--- src/core/rgc_consts.svh ---
// timing constants for the roll gate controller
`ifndef RGC_CONSTS_SVH
`define RGC_CONSTS_SVH

// clock rate in hertz
`define RGC_CLK_HZ 40000000
// pre-warning time in seconds
`define RGC_WARN_S 5
// pre-warning count in clock cycles
`define RGC_WARN_CYC (`RGC_WARN_S * `RGC_CLK_HZ)
// flasher half period in milliseconds
`define RGC_FLASH_MS 500
`define RGC_FLASH_CYC (`RGC_FLASH_MS * (`RGC_CLK_HZ / 1000))
// counter width, enough for the pre-warning count
`define RGC_CNT_W 28

`endif

--- src/core/rgc_pkg.sv ---
// types of the roll gate controller
package rgc_pkg;

    // gate travel states
    typedef enum logic [2:0] {
        RGC_IDLE,
        RGC_WARN_OPEN,
        RGC_WARN_CLOSE,
        RGC_OPENING,
        RGC_CLOSING
    } rgc_state_e;

endpackage : rgc_pkg

--- src/core/rgc_in_if.sv ---
// interface carrying the filtered gate inputs
`timescale 1ns/10ps
`default_nettype none

interface rgc_in_if;
    logic stop_button;
    logic open_button;
    logic close_button;
    logic opened_limit_switch;
    logic closed_limit_switch;
    logic safety_bar;

    modport src (
        output stop_button, open_button, close_button,
        output opened_limit_switch, closed_limit_switch, safety_bar
    );
    modport dst (
        input stop_button, open_button, close_button,
        input opened_limit_switch, closed_limit_switch, safety_bar
    );
endinterface : rgc_in_if

`default_nettype wire

--- src/core/rgc_gate_ctrl.sv ---
// roll gate controller top: contactors and warning flasher
`include "rgc_consts.svh"
`timescale 1ns/10ps
`default_nettype none

module rgc_gate_ctrl
    import rgc_pkg::*;
#(
    parameter int WARN_CYC = `RGC_WARN_CYC,
    parameter int FLASH_CYC = `RGC_FLASH_CYC,
    parameter int CNT_W = `RGC_CNT_W
) (
    input wire logic clk_i,
    input wire logic rst_n_i,
    input wire logic stop_button_i,
    input wire logic open_button_i,
    input wire logic close_button_i,
    input wire logic opened_limit_switch_i,
    input wire logic closed_limit_switch_i,
    input wire logic safety_bar_i,
    output logic open_contactor_o,
    output logic close_contactor_o,
    output logic flasher_o,
    output logic moving_o
);
    // ************************************************************
    // input conditioning
    // ************************************************************
    rgc_in_if in_if ();

    // all six gate inputs are active high at this port (rst_n_i is active low); pins are asynchronous
    rgc_in_sync #(
        .W(6)
    ) u_sync (
        .clk_i(clk_i),
        .rst_n_i(rst_n_i),
        .raw_i({safety_bar_i, closed_limit_switch_i,
                opened_limit_switch_i, close_button_i,
                open_button_i, stop_button_i}),
        .sync(in_if.src)
    );

    // ************************************************************
    // helpers
    // ************************************************************

    // last cycle of a count that runs len cycles from zero
    function automatic logic count_done(
        input logic [CNT_W-1:0] q,
        input int len
    );
        return q == CNT_W'(len - 1);
    endfunction : count_done

    // counter step; wraps only past the widest count, never reached
    function automatic logic [CNT_W-1:0] count_up(
        input logic [CNT_W-1:0] q
    );
        return q + CNT_W'(1);
    endfunction : count_up

    // end position reached for the direction being announced or run
    function automatic logic limit_hit(
        input rgc_state_e st,
        input logic opened,
        input logic closed
    );
        return ((st == RGC_WARN_OPEN || st == RGC_OPENING) && opened) ||
               ((st == RGC_WARN_CLOSE || st == RGC_CLOSING) && closed);
    endfunction : limit_hit

    // ************************************************************
    // travel state machine
    // ************************************************************
    rgc_state_e state_q, state_d;
    logic [CNT_W-1:0] cnt_q, cnt_d;
    logic [CNT_W-1:0] fcnt_q, fcnt_d;
    logic blink_q, blink_d;
    logic open_q, open_d;
    logic close_q, close_d;
    logic flash_q, flash_d;
    logic moving_q, moving_d;
    logic stop_req;

    // stop halts anywhere, including during the pre-warning
    assign stop_req = in_if.stop_button;

    // next state and pre-warning counter
    always_comb begin
        state_d = state_q;
        cnt_d = cnt_q;
        unique case (state_q)
            RGC_IDLE: begin
                cnt_d = '0;
                // open wins if both pressed; closing needs bar clear
                if (stop_req) begin
                    state_d = RGC_IDLE;
                end else if (in_if.open_button &&
                             !in_if.opened_limit_switch) begin
                    state_d = RGC_WARN_OPEN;
                end else if (in_if.close_button &&
                             !in_if.closed_limit_switch &&
                             !in_if.safety_bar) begin
                    state_d = RGC_WARN_CLOSE;
                end
            end
            RGC_WARN_OPEN, RGC_WARN_CLOSE: begin
                // motor held off while the warning runs
                if (stop_req) begin
                    state_d = RGC_IDLE;
                end else if (state_q == RGC_WARN_CLOSE &&
                             in_if.safety_bar) begin
                    state_d = RGC_IDLE;
                end else if (limit_hit(state_q,
                                       in_if.opened_limit_switch,
                                       in_if.closed_limit_switch)) begin
                    // end position already there: nothing to announce
                    state_d = RGC_IDLE;
                end else if (count_done(cnt_q, WARN_CYC)) begin
                    state_d = (state_q == RGC_WARN_OPEN) ?
                              RGC_OPENING : RGC_CLOSING;
                end else begin
                    cnt_d = count_up(cnt_q);
                end
            end
            RGC_OPENING: begin
                // close presses are ignored until halted
                if (stop_req || limit_hit(state_q,
                                          in_if.opened_limit_switch,
                                          in_if.closed_limit_switch)) begin
                    state_d = RGC_IDLE;
                end
            end
            RGC_CLOSING: begin
                // open presses are ignored until halted
                if (stop_req || in_if.safety_bar ||
                    limit_hit(state_q, in_if.opened_limit_switch,
                              in_if.closed_limit_switch)) begin
                    state_d = RGC_IDLE;
                end
            end
            default: begin
                // three unused codes: fall back to a halted gate
                state_d = RGC_IDLE;
            end
        endcase
    end

    // ************************************************************
    // outputs and flasher
    // ************************************************************

    // outputs registered from the next state so safety bar acts at once
    always_comb begin
        // break before make: each contactor waits for the other to drop
        open_d = (state_d == RGC_OPENING) && !close_q;
        close_d = (state_d == RGC_CLOSING) && !open_q;
        moving_d = (state_d != RGC_IDLE);
        fcnt_d = fcnt_q;
        blink_d = blink_q;
        if (state_d == RGC_IDLE) begin
            // flasher stops with the gate
            fcnt_d = '0;
            blink_d = 1'b0;
        end else if (state_q == RGC_IDLE) begin
            fcnt_d = '0;
            blink_d = 1'b1;
        end else if (count_done(fcnt_q, FLASH_CYC)) begin
            fcnt_d = '0;
            blink_d = !blink_q;
        end else begin
            fcnt_d = count_up(fcnt_q);
        end
        flash_d = blink_d;
    end

    // travel state registers
    always_ff @(posedge clk_i or negedge rst_n_i) begin
        if (!rst_n_i) begin
            state_q <= RGC_IDLE;
            cnt_q <= '0;
        end else begin
            state_q <= state_d;
            cnt_q <= cnt_d;
        end
    end

    // output and flasher registers; every port leaves a flop
    always_ff @(posedge clk_i or negedge rst_n_i) begin
        if (!rst_n_i) begin
            fcnt_q <= '0;
            blink_q <= 1'b0;
            open_q <= 1'b0;
            close_q <= 1'b0;
            flash_q <= 1'b0;
            moving_q <= 1'b0;
        end else begin
            fcnt_q <= fcnt_d;
            blink_q <= blink_d;
            open_q <= open_d;
            close_q <= close_d;
            flash_q <= flash_d;
            moving_q <= moving_d;
        end
    end

    // ************************************************************
    // ports
    // ************************************************************
    // contactors, lamp and status straight from their flops
    assign open_contactor_o = open_q;
    assign close_contactor_o = close_q;
    assign flasher_o = flash_q;
    assign moving_o = moving_q;

endmodule : rgc_gate_ctrl

`default_nettype wire

--- src/core/rgc_in_sync.sv ---
// three-stage input synchroniser with agreement check
`timescale 1ns/10ps
`default_nettype none

module rgc_in_sync #(
    parameter int W = 6
) (
    input wire logic clk_i,
    input wire logic rst_n_i,
    input wire logic [W-1:0] raw_i,
    rgc_in_if.src sync
);
    logic [W-1:0] s1_q, s2_q, s3_q, val_q;
    logic [W-1:0] s1_d, s2_d, s3_d, val_d;

    // next values: a change counts once stages two and three agree
    always_comb begin
        s1_d = raw_i;
        s2_d = s1_q;
        s3_d = s2_q;
        val_d = val_q;
        for (int i = 0; i < W; i++) begin
            if (s2_q[i] == s3_q[i]) begin
                val_d[i] = s3_q[i];
            end
        end
    end

    // registers; stage one feeds stage two only
    always_ff @(posedge clk_i or negedge rst_n_i) begin
        if (!rst_n_i) begin
            s1_q <= '0;
            s2_q <= '0;
            s3_q <= '0;
            val_q <= '0;
        end else begin
            s1_q <= s1_d;
            s2_q <= s2_d;
            s3_q <= s3_d;
            val_q <= val_d;
        end
    end

    assign sync.stop_button = val_q[0];
    assign sync.open_button = val_q[1];
    assign sync.close_button = val_q[2];
    assign sync.opened_limit_switch = val_q[3];
    assign sync.closed_limit_switch = val_q[4];
    assign sync.safety_bar = val_q[5];

endmodule : rgc_in_sync

`default_nettype wire

--- config.mk ---
export PLATFORM = sky130hd
export DESIGN_NAME = rgc_gate_ctrl
export DESIGN_NICKNAME = d
export VERILOG_FILES = /design/src/core/rgc_pkg.sv /design/src/core/rgc_in_if.sv /design/src/core/rgc_gate_ctrl.sv /design/src/core/rgc_in_sync.sv
export VERILOG_INCLUDE_DIRS = /design/src /design/src/core
export SDC_FILE = /design/constraint.sdc
export NUM_CORES = 1
export LEC_CHECK = 0
export BUFFER_PORTS_ARGS = -buffer_cell sky130_fd_sc_hd__buf_2
export CORE_AREA = 4 4 100 102
export CTS_CLUSTER_DIAMETER = 100
export DETAILED_ROUTE_END_ITERATION = 6
export DIE_AREA = 0 0 104 106
export PLACE_DENSITY = 0.71
export SKIP_LAST_GASP = 1
export SLEW_MARGIN = 20
export SYNTH_ARGS = -nofsm -noshare
export SYNTH_HDL_FRONTEND = slang
export SYNTH_SLANG_ARGS = --single-unit
--- constraint.sdc ---
create_clock -name clk_i -period 5.9 [get_ports clk_i]
set_input_delay 0.295 -clock clk_i [delete_from_list [all_inputs] [get_ports clk_i]]
set_output_delay 0.295 -clock clk_i [all_outputs]
set_load 0.05 [all_outputs]
* Word-level counts from Yosys, hierarchy flattened
Cells that the tools add are included.
Word-level totals: register bits after elaboration 87, latch bits 0, bits in writable memories 0, ROM bits 0, word-level logic and storage cells 85, memories kept 0
Operators by class: add/sub/neg operators 2, multiply operators 0, div/mod/pow operators 0, $lt $le $gt $ge 0, equal/unequal tests 18, shift operators 0, muxes and demuxes 22, bitwise operators 0, reduce and logical (&&, ||, !) cells 27
Operator list (number):
- 28-bit two-way mux | 7
- 28-bit by 1-bit adder with 28-bit output (second input constant) | 2
- 28-bit case mux with 2 select lines | 1
- 3-bit two-way mux | 10
- 28-bit by 25-bit == test with 1-bit output (second input constant) | 1
- 28-bit == test (second input constant) | 1
- 3-bit case mux with 4 select lines | 1
- 3-bit by 2-bit == test with 1-bit output (second input constant) | 3
- 1-bit logical AND | 8
- 2-bit inequality test (second input constant) | 4
- 1-bit == test | 6
- 3-bit == test (second input constant) | 2
- 1-bit logical NOT | 6
- 3-bit logical NOT | 2
- 1-bit logical OR | 6
- 3-bit nonzero test | 2
- 5-bit AND reduction | 1
- 3-bit by 1-bit == test with 1-bit output (second input constant) | 1
- 1-bit two-way mux | 3
- 2-bit nonzero test | 1
- 2-bit OR reduction | 1

* Longest topological paths before layout
word-level depth 10, depth in mapped cells 9, depth with buffers taken out 7

* Cells and area by module
From an unflattened synthesis, not the netlist that was laid out.
Second synthesis, totals: cells, all modules 393, area total of the unflattened synthesis 4180.3 µm²
Modules (own cells, without submodules):
- rgc_gate_ctrl | times used 1, cells each 363, area each 3512.1 µm²
- rgc_in_sync | times used 1, cells each 30, area each 668.1 µm²

* Least setup slack after synthesis
No wires, ideal clock.
kind reg-to-reg, from reg fcnt_q[0], to reg fcnt_q[22], library setup time 132 ps, arrival 1897 ps, slack 3871 ps, cell stages (with the launch flop) 8, path buffers 0, path through dfrtp_1 -> ha_1 -> and4_1 -> nand4_1 -> or3_1 -> nor4_1 -> xnor2_1 -> nor2_1
On the way: cells in the longest elaborated chain, start to end 4
RTL lines:
- start, declared | RTL line rgc_gate_ctrl.sv:77 | logic [CNT_W-1:0] fcnt_q, fcnt_d;
- start signal, assigned | RTL line rgc_gate_ctrl.sv:198 | fcnt_q <= fcnt_d;
- 28-bit by 1-bit adder with 28-bit output or 28-bit by 25-bit == test with 1-bit output (tied branches) | RTL line rgc_gate_ctrl.sv:59, rgc_gate_ctrl.sv:52
- 28-bit two-way mux * | RTL line rgc_gate_ctrl.sv:168 | end else if (count_done(fcnt_q, FLASH_CYC)) begin
- 28-bit two-way mux * | RTL line rgc_gate_ctrl.sv:165 | end else if (state_q == RGC_IDLE) begin
- 28-bit two-way mux * | RTL line rgc_gate_ctrl.sv:161 | if (state_d == RGC_IDLE) begin
- via fcnt_d[22] | RTL line rgc_gate_ctrl.sv:77
Mark *: on every way through the listed nets, which the timed path passes. The rest lies on a longest branch. A chain may end at the register's enable or synchronous reset.

* Worst setup path in the final report
from reg cnt_q[0], to reg cnt_q[2]
On the way: cells in the longest elaborated chain, start to end 6
RTL lines:
- start, declared | RTL line rgc_gate_ctrl.sv:76 | logic [CNT_W-1:0] cnt_q, cnt_d;
- start signal, assigned | RTL line rgc_gate_ctrl.sv:184 | cnt_q <= cnt_d;
- 28-bit by 1-bit adder with 28-bit output | RTL line rgc_gate_ctrl.sv:59 | return q + CNT_W'(1);
- 28-bit two-way mux | RTL line rgc_gate_ctrl.sv:119 | end else if (count_done(cnt_q, WARN_CYC)) begin
- 28-bit two-way mux | RTL line rgc_gate_ctrl.sv:114 | end else if (limit_hit(state_q,
- 28-bit two-way mux | RTL line rgc_gate_ctrl.sv:111 | end else if (state_q == RGC_WARN_CLOSE &&
- 28-bit two-way mux | RTL line rgc_gate_ctrl.sv:109 | if (stop_req) begin
- 28-bit case mux with 2 select lines | RTL line rgc_gate_ctrl.sv:92 | unique case (state_q)
Several ways; a longest one is shown, not always the timed one. The select of a mux whose other input is x is not followed.

==> impl_metrics.tcl <==
set metrics [dict create \
    outcome "finished with violations" \
    violations "negative hold slack" \
    synthCells 399 \
    cap_violations 0 \
    wl_um 7540 \
    fp.coreArea_um2 9109 \
    post_cts_buffers 0 \
    worstMarginPinSlew_ns 0.9768 \
    die_width_um 104 \
    rsz0062_at_grt "no" \
    max-slew-margin-rel_pct 34.74 \
    start_util_pct 44.57 \
    syn_nets 409 \
    crit_fanout 49 \
    synth_area_um2 4060 \
    fillers 849 \
    grt_max_degree 88 \
    final_hold_viol_count 17 \
    cp_slowest_cell "a21oi_4" \
    area_growth_pct 8.351 \
    synth-edff-count 0 \
    cts_tree "yes" \
    holdBufCountCts 0 \
    timing.final.crit_period_ns 2.711 \
    whs_ns -0.03088 \
    critical_path_class "flop to flop" \
    p_leak_nw 1.750 \
    fmax_mhz 368.9 \
    start_kind "flop" \
    drive_above_1_share_pct 9.709 \
    final_cells 523 \
    wl_per_cell_um 14.42 \
    row_count 35 \
    grt_pass1_vias 2878 \
    netlist.area_leader.share_pct 53.62 \
    crit_arrival_ns 2.99 \
    drv_slew 0 \
    cts.repair.resized 0 \
    portBuffers 11 \
    synthTopCellsByArea "dfrtp_1, xor2_1, nor2_1" \
    diodes 0 \
    syn_avg_cell_area_um2 10.18 \
    power.density_nw_per_um2 255.9 \
    clk_latency_ns 0.36 \
    die_area_um2 11020 \
    hp-class "input port to async pin" \
    setup_viol 0 \
    drt_iter0_markers 207 \
    clock-sinks 87 \
    place_inst 507 \
    ys.flop_type "dfrtp_1" \
    crit_required_ns 6.18 \
    clock-root-buffer "clkbuf_8" \
    antenna_found_initial 0 \
    place_hpwl_um 5063 \
    async_reset_ff_share_pct 100.0 \
    gp_congestion 0.8035 \
    ys_ff_latch 87 \
    clkTransAtPathRegs_ns 0.09 \
    postRouteAntennaNets 0 \
    synth.most_common_cell "dfrtp_1" \
    period_share_pct 45.95 \
    cts_max_level 3 \
    peakVddDrop_mv 0.2433 \
    yosysUniqueCellTypes 50 \
    num_vias 2984 \
    grt_pass1_wl_um 13460 \
    path_cells "ha_1 -> and3_1 -> nand3_1 -> or4_4 -> a21oi_4 -> o21ai_0 -> a21oi_1" \
    end_kind "flop" \
    die_h_um 106 \
    cts_made_buffers 9 \
    yosysTopAreaCell "dfrtp_1" \
    tns_ns 0 \
    finClkSkew_ns 0.01128 \
    drc 0 \
    drtPass1Iterations 5 \
    grtUsageTotal_pct 14.74 \
    ys_seq_area_share_pct 53.62 \
    grt-ovfl-total 0 \
    cts.path.max_buffers 2 \
    yosys_warnings 0 \
    final_nets 417 \
    viasPerCell 5.706 \
    pre_cts_ws_ns 3.233 \
    synth_common_cells "dfrtp_1, nor2_1, nand2_1, a21oi_1, or3_1" \
    fin_ws_ns 3.189 \
    slowest_delay_ns 0.79 \
    io_pins 12 \
]
## flip-flops by register name, indices dropped and copies added (netlist names)
signal and flops:
state_q 3, u_sync.s2_q 6, u_sync.s3_q 6, flasher_o 1, u_sync.s1_q 6, cnt_q 28
fcnt_q 28, u_sync.val_q 6, close_contactor_o 1, open_contactor_o 1, moving_o 1
## cells by family (layout without fill, tap and decap cells)
| logic type | count (synthesis) | count (layout) | synth area share (%) |
|---|---|---|---|
| xor+xnor | 28 | 28 | 6.040 |
| simple gates | 189 | 189 | 25.92 |
| compound gates | 67 | 67 | 9.892 |
| fa+ha+maj | 8 | 8 | 2.095 |
| flops | 87 | 87 | 53.62 |
| buf+inv | 20 | 33 | 2.434 |
## final timing paths
check,from,endpoint,slack (ns),cells past startpoint
setup / recovery,cnt_q[0]$_DFFE_PN0P_,cnt_q[2]$_DFFE_PN0P_,3.19,7
max in group asynchronous,rst_n_i,u_sync.s3_q[0]$_DFF_PN0_,5.40,1
hold / removal,rst_n_i,cnt_q[9]$_DFFE_PN0P_,-0.03,1
min in group clk_i,stop_button_i,u_sync.s1_q[0]$_DFF_PN0_,0.04,1
hold reg to reg,u_sync.s1_q[4]$_DFF_PN0_,u_sync.s2_q[4]$_DFF_PN0_,0.36,0
setup reg to reg,cnt_q[0]$_DFFE_PN0P_,cnt_q[2]$_DFFE_PN0P_,3.19,7
## cell usage in the layout, fill, tap and decap left out, types with 2 or more instances in the layout
master	instances
clkinv_4	2
nor4_4	2
dfrtp_1	87
a21oi_1	25
o21a_1	2
or4_1	7
ha_1	2
a211oi_1	2
nand4_1	17
or3_1	21
nor2b_1	2
o211ai_1	3
nand2_1	32
buf_2	10
nand3_1	20
nor2_1	40
nor4b_1	4
maj3_1	6
and2_1	3
nor3_1	8
or2_2	3
clkbuf_8	10
a21o_1	2
o21ai_1	8
nor4_1	4
and4_1	5
and3_1	10
inv_1	5
xor2_1	19
o21ai_0	13
xnor2_1	9
o31ai_1	6
## power by group
| group | leakage, nW | switching [mW] | internal [mW] |
|---|---|---|---|
| registers | 1.16 | 0.0145 | 0.611 |
| logic | 0.490 | 0.0557 | 0.0202 |
| clock network | 0.103 | 0.215 | 0.209 |
## through the flow
step	hold WS, ns	cell area (um2)	total power, mW	util, %
after CTS	0.02131	4395	1.143	48.26
after floorplan	-0.0005911	4060	0.6875	-
after detailed placement	0.3371	4189	0.7145	45.99
final	-0.03088	4399	1.126	48.30
after global routing	0.01866	4399	1.182	48.30
after global placement	0.3331	4189	0.7118	45.99
## cell type report
cell class              count  area (um2)  area share, %
multi-input cells         292        1789          40.67
clock buffers              10       137.6          3.129
repair buffers             12       68.82          1.564
inverters                   5       18.77         0.4266
flip-flops and latches     87        2177          49.49
clock inverters             6       68.82          1.564
well taps                 111       138.9          3.157
## per-layer routing
layer	GRT usage, %	vias up	wire [um]
li1	-	1460	-
met1	20.16	1459	3527
met2	23.49	53	3613
met3	2.975	12	274
met4	5.128	0	125
met5	0	-	0
## worst max-delay path, delay by kind of cell (launching register included)
family / cells / cell delay, ns
simple gates: 3 / 0.83
flops: 1 / 0.40
compound gates: 3 / 1.20
fa+ha+maj: 1 / 0.20
Power figures use the tool's default switching activity.
